--- src/hdl/completion_entry_poster_defines.vh ---
// constants for the completion entry poster
`ifndef COMPLETION_ENTRY_POSTER_DEFINES_VH
`define COMPLETION_ENTRY_POSTER_DEFINES_VH
// ----------------------------------------------------------------------
// entry geometry
// ----------------------------------------------------------------------
`define ENTRY_BYTES        16
`define ENTRY_DWORDS       4
`define DWORD_W            32
`define ENTRY_W            128
`define DW_IDX_W           2
`define DW_LAST            2'h3
// ----------------------------------------------------------------------
// dword 2 and dword 3 fields
// ----------------------------------------------------------------------
`define QID_HI             31
`define QID_LO             16
`define HEAD_HI            15
`define HEAD_LO            0
`define STATUS_HI          31
`define STATUS_LO          17
`define PHASE_BIT          16
`define TAG_HI             15
`define TAG_LO             0
`define TAG_W              16
`define QID_W              16
`define STATUS_W           15
// ----------------------------------------------------------------------
// status field layout, relative to status bit 0 (dword 3 bit 17)
// ----------------------------------------------------------------------
`define NO_RETRY_POS       14
`define MORE_LOG_POS       13
`define KIND_HI            10
`define KIND_LO            8
`define DETAIL_HI          7
`define DETAIL_LO          0
`define KIND_W             3
`define DETAIL_W           8
`define DETAIL_SRC         4
`define STATUS_OK          15'h0000
`define DETAIL_NONE        8'hFF
// ----------------------------------------------------------------------
// ring and buffering
// ----------------------------------------------------------------------
`define SLOT_W             16
`define SLOT_ZERO          16'h0000
`define FIFO_DEPTH         4
`define FIFO_AW            2
`define ZERO_DW            32'h00000000
`endif

--- src/hdl/entry_fifo.v ---
// small valid/ready fifo holding whole completion entries
module entry_fifo #(
    parameter WIDTH = 128,
    parameter DEPTH = 4,
    parameter AW    = 2
) (
    input  wire             sys_clk_in,
    input  wire             rstn_in,
    input  wire [WIDTH-1:0] wr_data_in,
    input  wire             wr_valid_in,
    output wire             wr_ready_out,
    output wire [WIDTH-1:0] rd_data_out,
    output wire             rd_valid_out,
    input  wire             rd_ready_in
);
    // ------------------------------------------------------------------
    // storage and pointers
    // ------------------------------------------------------------------
    reg [WIDTH-1:0] mem_q [0:DEPTH-1];
    reg [AW-1:0]    wptr_q;
    reg [AW-1:0]    rptr_q;
    reg [AW:0]      count_q;
    wire            push;
    wire            pop;

    // honest flags straight from the occupancy count
    assign wr_ready_out = (count_q != DEPTH[AW:0]);
    assign rd_valid_out = (count_q != {(AW+1){1'b0}});
    assign rd_data_out  = mem_q[rptr_q];
    assign push         = wr_valid_in & wr_ready_out;
    assign pop          = rd_valid_out & rd_ready_in;

    // pointers wrap naturally since depth is a power of two
    always @(posedge sys_clk_in) begin
        if (!rstn_in) begin
            wptr_q  <= {AW{1'b0}};
            rptr_q  <= {AW{1'b0}};
            count_q <= {(AW+1){1'b0}};
        end else begin
            if (push) begin
                wptr_q <= wptr_q + 1'b1;
            end
            if (pop) begin
                rptr_q <= rptr_q + 1'b1;
            end
            if (push & ~pop) begin
                count_q <= count_q + 1'b1;
            end else if (pop & ~push) begin
                count_q <= count_q - 1'b1;
            end
        end
    end

    // data array needs no reset
    always @(posedge sys_clk_in) begin
        if (push) begin
            mem_q[wptr_q] <= wr_data_in;
        end
    end
endmodule

--- src/hdl/completion_entry_poster.v ---
// completion entry builder and ring poster with phase tracking
// Operation
// - entry is four dwords, sixteen bytes
// - dword0 result only if defined; dword1 reserved
// - dword2 high half carries issuing queue id
// - dword2 low half carries head snapshot
// - dword3 bits 31:17 carry status
// - phase inverts per pass; first pass one
// - after wrap post zero, keep flipping
// - echo host command tag in dword3 low
// - sixteen bit tags allow 64K outstanding
// - success reports all zero status field
// - status subfields at fixed dword3 positions
// - several detail codes: report lowest value
`include "completion_entry_poster_defines.vh"
module completion_entry_poster (
    input  wire                    sys_clk_in,
    input  wire                    rstn_in,
    input  wire                    run_bit_in,
    input  wire [`SLOT_W-1:0]      ring_last_slot_in,
    input  wire                    cpl_valid_in,
    output wire                    cpl_ready_out,
    input  wire                    cpl_has_result_in,
    input  wire [`DWORD_W-1:0]     cpl_result_in,
    input  wire [`QID_W-1:0]       issuing_queue_id_in,
    input  wire [`SLOT_W-1:0]      queue_head_snapshot_in,
    input  wire [`TAG_W-1:0]       command_tag_in,
    input  wire                    cpl_failed_in,
    input  wire                    no_retry_hint_in,
    input  wire                    more_log_in,
    input  wire [`KIND_W-1:0]      status_kind_in,
    input  wire [`DETAIL_SRC-1:0]  detail_hit_in,
    input  wire [`DETAIL_SRC*`DETAIL_W-1:0] detail_codes_in,
    output reg                     mem_wr_valid_out,
    input  wire                    mem_wr_ready_in,
    output reg  [`SLOT_W-1:0]      mem_wr_slot_out,
    output reg  [`DW_IDX_W-1:0]    mem_wr_dword_out,
    output reg  [`DWORD_W-1:0]     mem_wr_data_out,
    output reg  [`SLOT_W-1:0]      tail_out,
    output reg                     expected_phase_out
);
    // ------------------------------------------------------------------
    // status assembly
    // ------------------------------------------------------------------
    // lowest detail wins
    // a plain scan suits four sources; with no hit the all-ones code
    // stands, so a failure should always name at least one source
    reg [`DETAIL_W-1:0] detail_min;
    reg [`DETAIL_W-1:0] code_i;
    integer             i;
    always @* begin
        detail_min = `DETAIL_NONE;
        code_i     = `DETAIL_NONE;
        for (i = 0; i < `DETAIL_SRC; i = i + 1) begin
            code_i = detail_codes_in[i*`DETAIL_W +: `DETAIL_W];
            if (detail_hit_in[i] && code_i < detail_min) begin
                detail_min = code_i;
            end
        end
    end

    // pack hint, log, kind, detail
    // reserved bits stay zero; a clean completion ignores hint, log
    // and kind so stray inputs cannot leak into the host's view
    reg [`STATUS_W-1:0] status_bits;
    always @* begin
        status_bits = `STATUS_OK;
        if (cpl_failed_in) begin
            status_bits[`NO_RETRY_POS]           = no_retry_hint_in;
            status_bits[`MORE_LOG_POS]           = more_log_in;
            status_bits[`KIND_HI:`KIND_LO]       = status_kind_in;
            status_bits[`DETAIL_HI:`DETAIL_LO]   = detail_min;
        end
    end

    // ------------------------------------------------------------------
    // entry build, phase left as zero and inserted at post time
    // ------------------------------------------------------------------
    reg [`DWORD_W-1:0] dw0;
    reg [`DWORD_W-1:0] dw2;
    reg [`DWORD_W-1:0] dw3;
    always @* begin
        dw0 = cpl_has_result_in ? cpl_result_in : `ZERO_DW;
        dw2 = `ZERO_DW;
        dw3 = `ZERO_DW;
        dw2[`QID_HI:`QID_LO]     = issuing_queue_id_in;
        dw2[`HEAD_HI:`HEAD_LO]   = queue_head_snapshot_in;
        dw3[`STATUS_HI:`STATUS_LO] = status_bits;
        dw3[`TAG_HI:`TAG_LO]     = command_tag_in;
    end

    wire [`ENTRY_W-1:0] entry_in = {dw3, dw2, `ZERO_DW, dw0};

    // ------------------------------------------------------------------
    // buffering between controller and memory writer
    // whole entries are queued so the controller keeps going while host
    // memory stalls, for up to four completions
    // ------------------------------------------------------------------
    wire [`ENTRY_W-1:0] q_data;
    wire                q_valid;
    reg                 q_pop;
    entry_fifo #(
        .WIDTH (`ENTRY_W),
        .DEPTH (`FIFO_DEPTH),
        .AW    (`FIFO_AW)
    ) u_fifo (
        .sys_clk_in   (sys_clk_in),
        .rstn_in      (rstn_in),
        .wr_data_in   (entry_in),
        .wr_valid_in  (cpl_valid_in & run_bit_in),
        .wr_ready_out (cpl_ready_out),
        .rd_data_out  (q_data),
        .rd_valid_out (q_valid),
        .rd_ready_in  (q_pop)
    );

    // ------------------------------------------------------------------
    // poster: one dword per accepted beat, dword 3 last
    // dword 3 goes last so the host never sees a new phase on a half entry
    // ------------------------------------------------------------------
    localparam ST_IDLE = 1'b0;
    localparam ST_SEND = 1'b1;
    reg                  state_q;
    reg [`DW_IDX_W-1:0]  dw_idx_q;
    reg                  run_q;
    wire                 beat_done = mem_wr_valid_out & mem_wr_ready_in;

    reg [`DWORD_W-1:0] next_word;
    always @* begin
        case (dw_idx_q)
            2'h0:    next_word = q_data[1*`DWORD_W-1:0];
            2'h1:    next_word = q_data[2*`DWORD_W-1:1*`DWORD_W];
            2'h2:    next_word = q_data[3*`DWORD_W-1:2*`DWORD_W];
            default: begin
                next_word = q_data[4*`DWORD_W-1:3*`DWORD_W];
                // phase from expected bit
                // forced after the fifo, so a rearm also covers entries
                // that were queued before it
                next_word[`PHASE_BIT] = expected_phase_out;
            end
        endcase
    end

    // pop only once the phase-carrying dword is accepted
    // popping earlier would free the entry while dword 3 may still stall
    always @* begin
        q_pop = (state_q == ST_SEND) & beat_done & (mem_wr_dword_out == `DW_LAST);
    end

    // a run bit drop lets the entry in flight finish, then holds the
    // queue; a rise rearms tail and phase for a fresh pass
    // limitation: raise the run bit again only once posting has stopped
    always @(posedge sys_clk_in) begin
        if (!rstn_in) begin
            state_q            <= ST_IDLE;
            dw_idx_q           <= {`DW_IDX_W{1'b0}};
            run_q              <= 1'b0;
            mem_wr_valid_out   <= 1'b0;
            mem_wr_slot_out    <= `SLOT_ZERO;
            mem_wr_dword_out   <= {`DW_IDX_W{1'b0}};
            mem_wr_data_out    <= `ZERO_DW;
            tail_out           <= `SLOT_ZERO;
            expected_phase_out <= 1'b1;
        end else begin
            run_q <= run_bit_in;
            if (run_bit_in & ~run_q) begin
                tail_out           <= `SLOT_ZERO;
                expected_phase_out <= 1'b1;
            end
            case (state_q)
                ST_IDLE: begin
                    // first dword leaves the cycle after an entry is queued
                    if (q_valid & run_q) begin
                        mem_wr_valid_out <= 1'b1;
                        mem_wr_slot_out  <= tail_out;
                        mem_wr_dword_out <= dw_idx_q;
                        mem_wr_data_out  <= next_word;
                        dw_idx_q         <= dw_idx_q + 1'b1;
                        state_q          <= ST_SEND;
                    end
                end
                ST_SEND: begin
                    if (beat_done) begin
                        if (mem_wr_dword_out == `DW_LAST) begin
                            mem_wr_valid_out <= 1'b0;
                            dw_idx_q         <= {`DW_IDX_W{1'b0}};
                            state_q          <= ST_IDLE;
                            // wrap flips phase
                            // ring_last_slot_in must hold steady while running
                            if (tail_out == ring_last_slot_in) begin
                                tail_out           <= `SLOT_ZERO;
                                expected_phase_out <= ~expected_phase_out;
                            end else begin
                                tail_out <= tail_out + 1'b1;
                            end
                        end else begin
                            mem_wr_dword_out <= dw_idx_q;
                            mem_wr_data_out  <= next_word;
                            dw_idx_q         <= dw_idx_q + 1'b1;
                        end
                    end
                end
                default: begin
                    state_q <= ST_IDLE;
                end
            endcase
        end
    end
endmodule

--- config.mk ---
export PLATFORM = sky130hd
export DESIGN_NAME = completion_entry_poster
export DESIGN_NICKNAME = d
export VERILOG_FILES = /design/src/hdl/entry_fifo.v /design/src/hdl/completion_entry_poster.v
export VERILOG_INCLUDE_DIRS = /design/src /design/src/hdl
export SDC_FILE = /design/constraint.sdc
export NUM_CORES = 1
export LEC_CHECK = 0
export BUFFER_PORTS_ARGS = -buffer_cell sky130_fd_sc_hd__buf_2
export CORE_UTILIZATION = 55
export CTS_CLUSTER_DIAMETER = 30
export DETAILED_ROUTE_END_ITERATION = 10
export PLACE_DENSITY = 0.75
export SLEW_MARGIN = 5
export SYNTH_ARGS = -nofsm -noshare
export SYNTH_HDL_FRONTEND = slang
export SYNTH_HIERARCHICAL = 1
export SYNTH_SLANG_ARGS = --single-unit
export TNS_END_PERCENT = 30
--- constraint.sdc ---
create_clock -name sys_clk_in -period 12.7 [get_ports sys_clk_in]
set_input_delay 1.27 -clock sys_clk_in [delete_from_list [all_inputs] [get_ports sys_clk_in]]
set_output_delay 1.27 -clock sys_clk_in [all_outputs]
set_load 0.005 [all_outputs]
# Word level (Yosys, flattened, before mapping)
# Memory sizes are Yosys's and may differ from the RTL's. A register that Yosys moved wholly into a read port is not among the register bits.
# Cells that the tools add are included.
classes:
  n_addsub: 6
  n_lt_le_gt_ge: 4
  n_eq_ne: 9
  muxes: 44
  bitwise_logic: 15
  reduce_logical: 11
op_table:
  columns: ["op", "n"]
  rows:
  - ["2-to-1 mux 32 bit", 4]
  - ["one-hot mux 32 bit (3 select lines)", 1]
  - ["2-to-1 mux 16 bit", 5]
  - ["one-hot mux 32 bit (2 select lines)", 1]
  - ["2-to-1 mux 8 bit", 4]
  - ["< comparator 8 bit", 3]
  - ["2-to-1 mux 2 bit", 9]
  - ["adder 16 x 1 -> 16 bit, second input constant", 1]
  - ["== test 16 bit", 1]
  - ["2-to-1 mux 1 bit", 13]
  - ["2-to-1 mux 11 bit", 1]
  - ["bitwise AND 1 bit", 10]
  - ["< comparator 8 bit, second input constant", 1]
  - ["one-hot mux 2 bit (2 select lines)", 2]
  - ["adder 2 x 1 -> 2 bit, second input constant", 3]
  - ["2-to-1 mux 3 bit", 2]
  - ["AND reduction 3 bit", 2]
  - ["inverter 1 bit", 5]
  - ["== test 2 bit, second input constant", 2]
  - ["logical AND 1 bit", 4]
  - ["inequality test 2 x 1 -> 1 bit, second input constant", 2]
  - ["inequality test 2 bit, second input constant", 2]
  - ["one-hot mux 1 bit (2 select lines)", 2]
  - ["AND reduction 2 bit", 2]
  - ["other kinds (7)", 7]
word_totals:
  ff_bits: 79
  mem_bits_rw: 372
  input_bits: 144
  output_inout_bits: 69
  word_cells: 102
  n_memories: 1
mem_list:
  columns: ["memory", "words", "width", "rd", "rd_ports_with_merged_regs", "wr", "line_no", "source"]
  rows:
  - ["u_fifo.mem_q", 4, 93, 1, 1, 1, "entry_fifo.v:19", "reg [WIDTH-1:0] mem_q [0:DEPTH-1];"]

# Longest topological paths before layout
logic_depth:
  word_depth: 13
  mapped_depth: 25
  ltp_nobuf: 23

# Cells and area by module
# The synthesis kept the hierarchy.
modules_own_cells:
  columns: ["module", "n_inst", "cells_per_inst", "area_each_um2", "seq_area_each_um2"]
  rows:
  - ["entry_fifo", 1, 716, 19050.8, 15554.9]
  - ["completion_entry_poster", 1, 644, 4949.7, 1441.4]

# Worst setup path after synthesis
# OpenSTA, ideal clock, no wires.
synth_timing:
  path_type: "in2reg"
  startpoint: "input port detail_hit_in[0]"
  endpoint: "memory u_fifo/mem_q[0][114] (netlist bit) (data pin)"
  setup_time_ps: 185
  t_arrival_ps: 6008
  required_time_ps: 12515
  path_slack_ps: 6507
  stages: 24
  n_path_buf: 2
  path_cell_list: "nor2b_1 ha_1 inv_1 a221o_1 or4_4 nand2_2 o21ai_0 ha_1 a211oi_1 nor2_1 nor3_1 o21a_1 a31o_1 buf_4 mux2_4 ha_1 a21o_1 a211oi_1 nand2_1 nor2_1 o311ai_4 and2_1 buf_6 a211oi_2"
synth_lines:
  columns: ["item", "line_no", "source"]
  rows:
  - ["from (decl)", "completion_entry_poster.v:32", "input wire [`DETAIL_SRC-1:0] detail_hit_in,"]
  - ["to (decl)", "entry_fifo.v:19", null]

==> results_tabular.tex <==
\begin{tabular}{lr}
\hline
Metric & Value \\
\hline
\multicolumn{2}{l}{\textbf{Logic synthesis}} \\
Synthesized cell area & 0.02386 mm² \\
Syn Area/Cell & roughly 18 µm² \\
Post-synthesis cell count & around 1400 \\
Warnings from Yosys & 6 \\
\multicolumn{2}{l}{\textbf{Timing}} \\
Least-Margin Pin Slew & 1.312 ns \\
Highest Clock Rate & between 150 and 200 MHz \\
Relative slew margins & 0.1221 \\
Final setup margin & 6.110 ns \\
Fin crit share & 0.5189 \\
Finish-stage setup viols & 0 \\
Accumulated negative setup slack & 0 ns \\
Final Slew Violations & 0 \\
Worst clock skew & 0.02655 ns \\
Total count of hold-check failures in the final report & 0 \\
RSZ-0062 raised after global routing & false \\
Final critical-path required period & between 6 and 7 ns \\
\multicolumn{2}{l}{\textbf{Clocking}} \\
\# Post-CTS Setup Buffers & 0 \\
Number of buffers added by the clock tree synthesis step & 107 \\
Source-to-sink clock delay at the later pin of the worst-skew pair & about 0.63 ns \\
CTS hold repair buffers & 0 \\
Clock slew at the register clock pins of the worst setup and hold paths & 0.05 ns \\
CTS tree & built \\
Buffer type at the clock tree root & sky130\_fd\_sc\_hd\_\_clkbuf\_16 \\
Count of cells resized by post-cts repair & 0 \\
Number of H-tree levels & 3 \\
TritonCTS Sinks & 589 \\
Number of buffers on the longest clock path & 3 \\
\multicolumn{2}{l}{\textbf{Routing}} \\
Number of DRC violations after detailed-routing iteration 0 & between 1000 and 1500 \\
Final routed wire length divided by cell count & around 21 µm \\
Via density per instance & 5.496 \\
Number of vias in the routed layout & 13380 \\
Top routing layer in use & met5 \\
Routed met2 length & approximately 26000 µm \\
ANT nets after route & 0 \\
Sum of met3 wire segment lengths after detailed routing & between 3000 and 4000 µm \\
Detailed-route wire length & between 50000 and 60000 µm \\
DRC violations left & 0 \\
DRT met1 WL & 21210 µm \\
Pre-antenna DRT Iters & 8 \\
\multicolumn{2}{l}{\textbf{Global route}} \\
Combined global-route utilization of all metal layers & 0.2410 \\
Largest net degree at the start of global routing & around 70 \\
Initial antenna violation count & 9 \\
Vias in the first global route & 14260 \\
Wire length of the first global-routing pass & between 70000 and 80000 µm \\
GRT overflow & 0 \\
\multicolumn{2}{l}{\textbf{Setup path}} \\
Critical Path, Cell by Cell & buf\_2 -> nor2b\_1 -> ha\_1 -> and4b\_1 -> o21ai\_0 -> and3\_1 -> nand2\_2 -> o21ai\_0 -> ha\_1 -> a211oi\_1 -> nor2\_1 -> nor3\_1 -> o21a\_1 -> a31o\_1 -> mux2\_4 -> ha\_1 -> a21o\_1 -> a211oi\_1 -> nand2\_1 -> a31oi\_1 -> a21oi\_1 -> and2\_1 -> a211oi\_2 \\
Crit-path max FO & 10 \\
Slowest cell on the critical path & sky130\_fd\_sc\_hd\_\_a31o\_1 \\
Data arrival, critical path & approximately 7 ns \\
Path type of the worst setup path & input port to flop \\
Largest stage delay on the critical path & 0.40 ns \\
Req. time, crit path & around 13 ns \\
Type of element launching the critical path & input port \\
Most frequent cell on the critical path & sky130\_fd\_sc\_hd\_\_ha\_1 \\
Bufs and invs on worst path & 1 \\
Cell type group with the largest total delay on the critical path & compound AO/OA/AOI/OAI gates \\
Sort of element at the end of the critical path & flop \\
\multicolumn{2}{l}{\textbf{Job}} \\
Max-cap check violation count & 0 \\
\multicolumn{2}{l}{\textbf{Pwr}} \\
Maximum vdd drop & around 0.13 mV \\
Power density of the placed cells & approximately 180 mW/mm² \\
Leakage power figure & roughly 11 nW \\
\multicolumn{2}{l}{\textbf{Placed design}} \\
Standard cell area after detailed placement & between 0.02 and 0.03 mm² \\
Placed wire-length estimate after detailed placement & slightly below 30000 µm \\
Placer's final routability congestion estimate & roughly 0.8 \\
Place WS & 5.582 ns \\
IO buf count & around 210 \\
\multicolumn{2}{l}{\textbf{Floorplan}} \\
Num rows & between 70 and 80 \\
Area enclosed by the die boundary & 0.04422 mm² \\
Io pins & around 210 \\
Die Span Y & between 200 and 250 µm \\
Initial standard-cell utilization of the core & 0.5637 \\
Core Footprint & between 0.04 and 0.05 mm² \\
Die X & roughly 210 µm \\
\multicolumn{2}{l}{\textbf{Final layout}} \\
Final design instance area without fill & 0.02941 mm² \\
Fraction of final layout cells sized beyond drive strength 1 & 0.3054 \\
Final \#Nets & between 1500 and 2000 \\
Fill cell count & 2793 \\
Area Growth Syn to Fin & 23.26\% \\
\multicolumn{2}{l}{\textbf{Worst hold path}} \\
Type of the most critical hold path & flop to flop \\
\multicolumn{2}{l}{\textbf{Run status}} \\
Outcome & complete, no violations \\
\hline
\end{tabular}
power by group:
| group | internal [mW] | switching (mW) |
|---|---|---|
| Clock | 1.83 | 0.921 |
| Combinational | 0.0958 | 0.149 |
| Sequential | 2.16 | 0.0163 |
layer usage:
| metal | GRT usage | up-vias |
|---|---|---|
| met2 | 0.4019 | 480 |
| li1 | - | 6083 |
| met3 | 0.06228 | 95 |
| met1 | 0.3072 | 6713 |
| met4 | 0.08558 | 6 |
| met5 | 0 | - |
stage by stage:
stage | hold WS [ns] | util | power [mW] | std cells
floorplan | 0.4600 | - | 2.364 | 1490
global placement | 0.4501 | 0.6102 | 2.445 | 2225
detailed placement | 0.4600 | 0.6102 | 2.454 | 2225
CTS | 0.4667 | 0.6944 | 5.208 | 2427
global route | 0.4906 | 0.6945 | 5.329 | 2429
finish | 0.4636 | 0.6948 | 5.170 | 2434
final cells by class:
class                           instances  area, µm²  area share
Inverter                               20      75.07    0.002553
Antenna cell                            7      17.52   0.0005957
Sequential cell                       589      16880      0.5741
Clock inverter                         72      730.7     0.02485
Timing Repair Buffer                  228       1181     0.04016
Tap cell                              577      721.9     0.02455
Clock buffer                          130       2835     0.09641
Multi-Input combinational cell        811       6962      0.2367
final timing paths:
| kind | start | endpoint | slack, ns | cells after the start |
|---|---|---|---|---|
| max | detail_hit_in[0] | u_fifo/mem_q[2][115] | 6.11 | 23 |
| min | mem_wr_slot_out[10] | mem_wr_slot_out[10] | 0.46 | 2 |
| max reg2reg | flop | mem_wr_data_out[19] | 8.70 | 8 |
| min reg2reg | mem_wr_slot_out[10] | mem_wr_slot_out[10] | 0.46 | 2 |
sequential cells by signal, indices dropped and copies added, names as in the netlist, named ones only:
name and cells:
state_q 1, tail_out 16, u_fifo/rptr_q 2, expected_phase_out 1, mem_wr_slot_out 16, u_fifo/mem_q 508
u_fifo/wptr_q 2, mem_wr_dword_out 2, u_fifo/count_q 3, mem_wr_valid_out 1, run_q 1, dw_idx_q 2
mem_wr_data_out 32
cells in the final DEF, fill, tap and decap left out, types with 4 or more instances in the layout:
master	instances
sky130_fd_sc_hd__nand2_1	91
sky130_fd_sc_hd__nand3_1	11
sky130_fd_sc_hd__a21oi_1	47
sky130_fd_sc_hd__clkbuf_16	108
sky130_fd_sc_hd__a222oi_1	32
sky130_fd_sc_hd__clkinv_2	23
sky130_fd_sc_hd__buf_2	212
sky130_fd_sc_hd__bufinv_16	12
sky130_fd_sc_hd__mux4_2	127
sky130_fd_sc_hd__and2_4	4
sky130_fd_sc_hd__xor2_1	23
sky130_fd_sc_hd__clkinv_4	8
sky130_fd_sc_hd__a21boi_0	18
sky130_fd_sc_hd__nand2b_1	4
sky130_fd_sc_hd__nor4_1	5
sky130_fd_sc_hd__clkbuf_8	5
sky130_fd_sc_hd__clkinvlp_4	9
sky130_fd_sc_hd__nor2_1	58
sky130_fd_sc_hd__clkinv_1	13
sky130_fd_sc_hd__ha_2	4
sky130_fd_sc_hd__inv_1	18
sky130_fd_sc_hd__o21ai_0	56
sky130_fd_sc_hd__conb_1	136
sky130_fd_sc_hd__nor2b_1	10
sky130_fd_sc_hd__mux2_4	6
sky130_fd_sc_hd__and2_1	77
sky130_fd_sc_hd__edfxtp_1	508
sky130_fd_sc_hd__dfxtp_1	79
sky130_fd_sc_hd__a211oi_2	8
sky130_fd_sc_hd__nand4_1	11
sky130_fd_sc_hd__diode_2	7
sky130_fd_sc_hd__buf_4	16
sky130_fd_sc_hd__ha_1	25
sky130_fd_sc_hd__mux2i_1	6
sky130_fd_sc_hd__xnor2_1	6
sky130_fd_sc_hd__clkbuf_1	17
sky130_fd_sc_hd__inv_6	6
tightest hold or removal path, stage by stage, from the launching register on:
cell and delay [ns]:
sky130_fd_sc_hd__dfxtp_1 0.30, sky130_fd_sc_hd__nand2_1 0.05, sky130_fd_sc_hd__a21boi_0 0.06
Power figures use the tool's default switching activity.
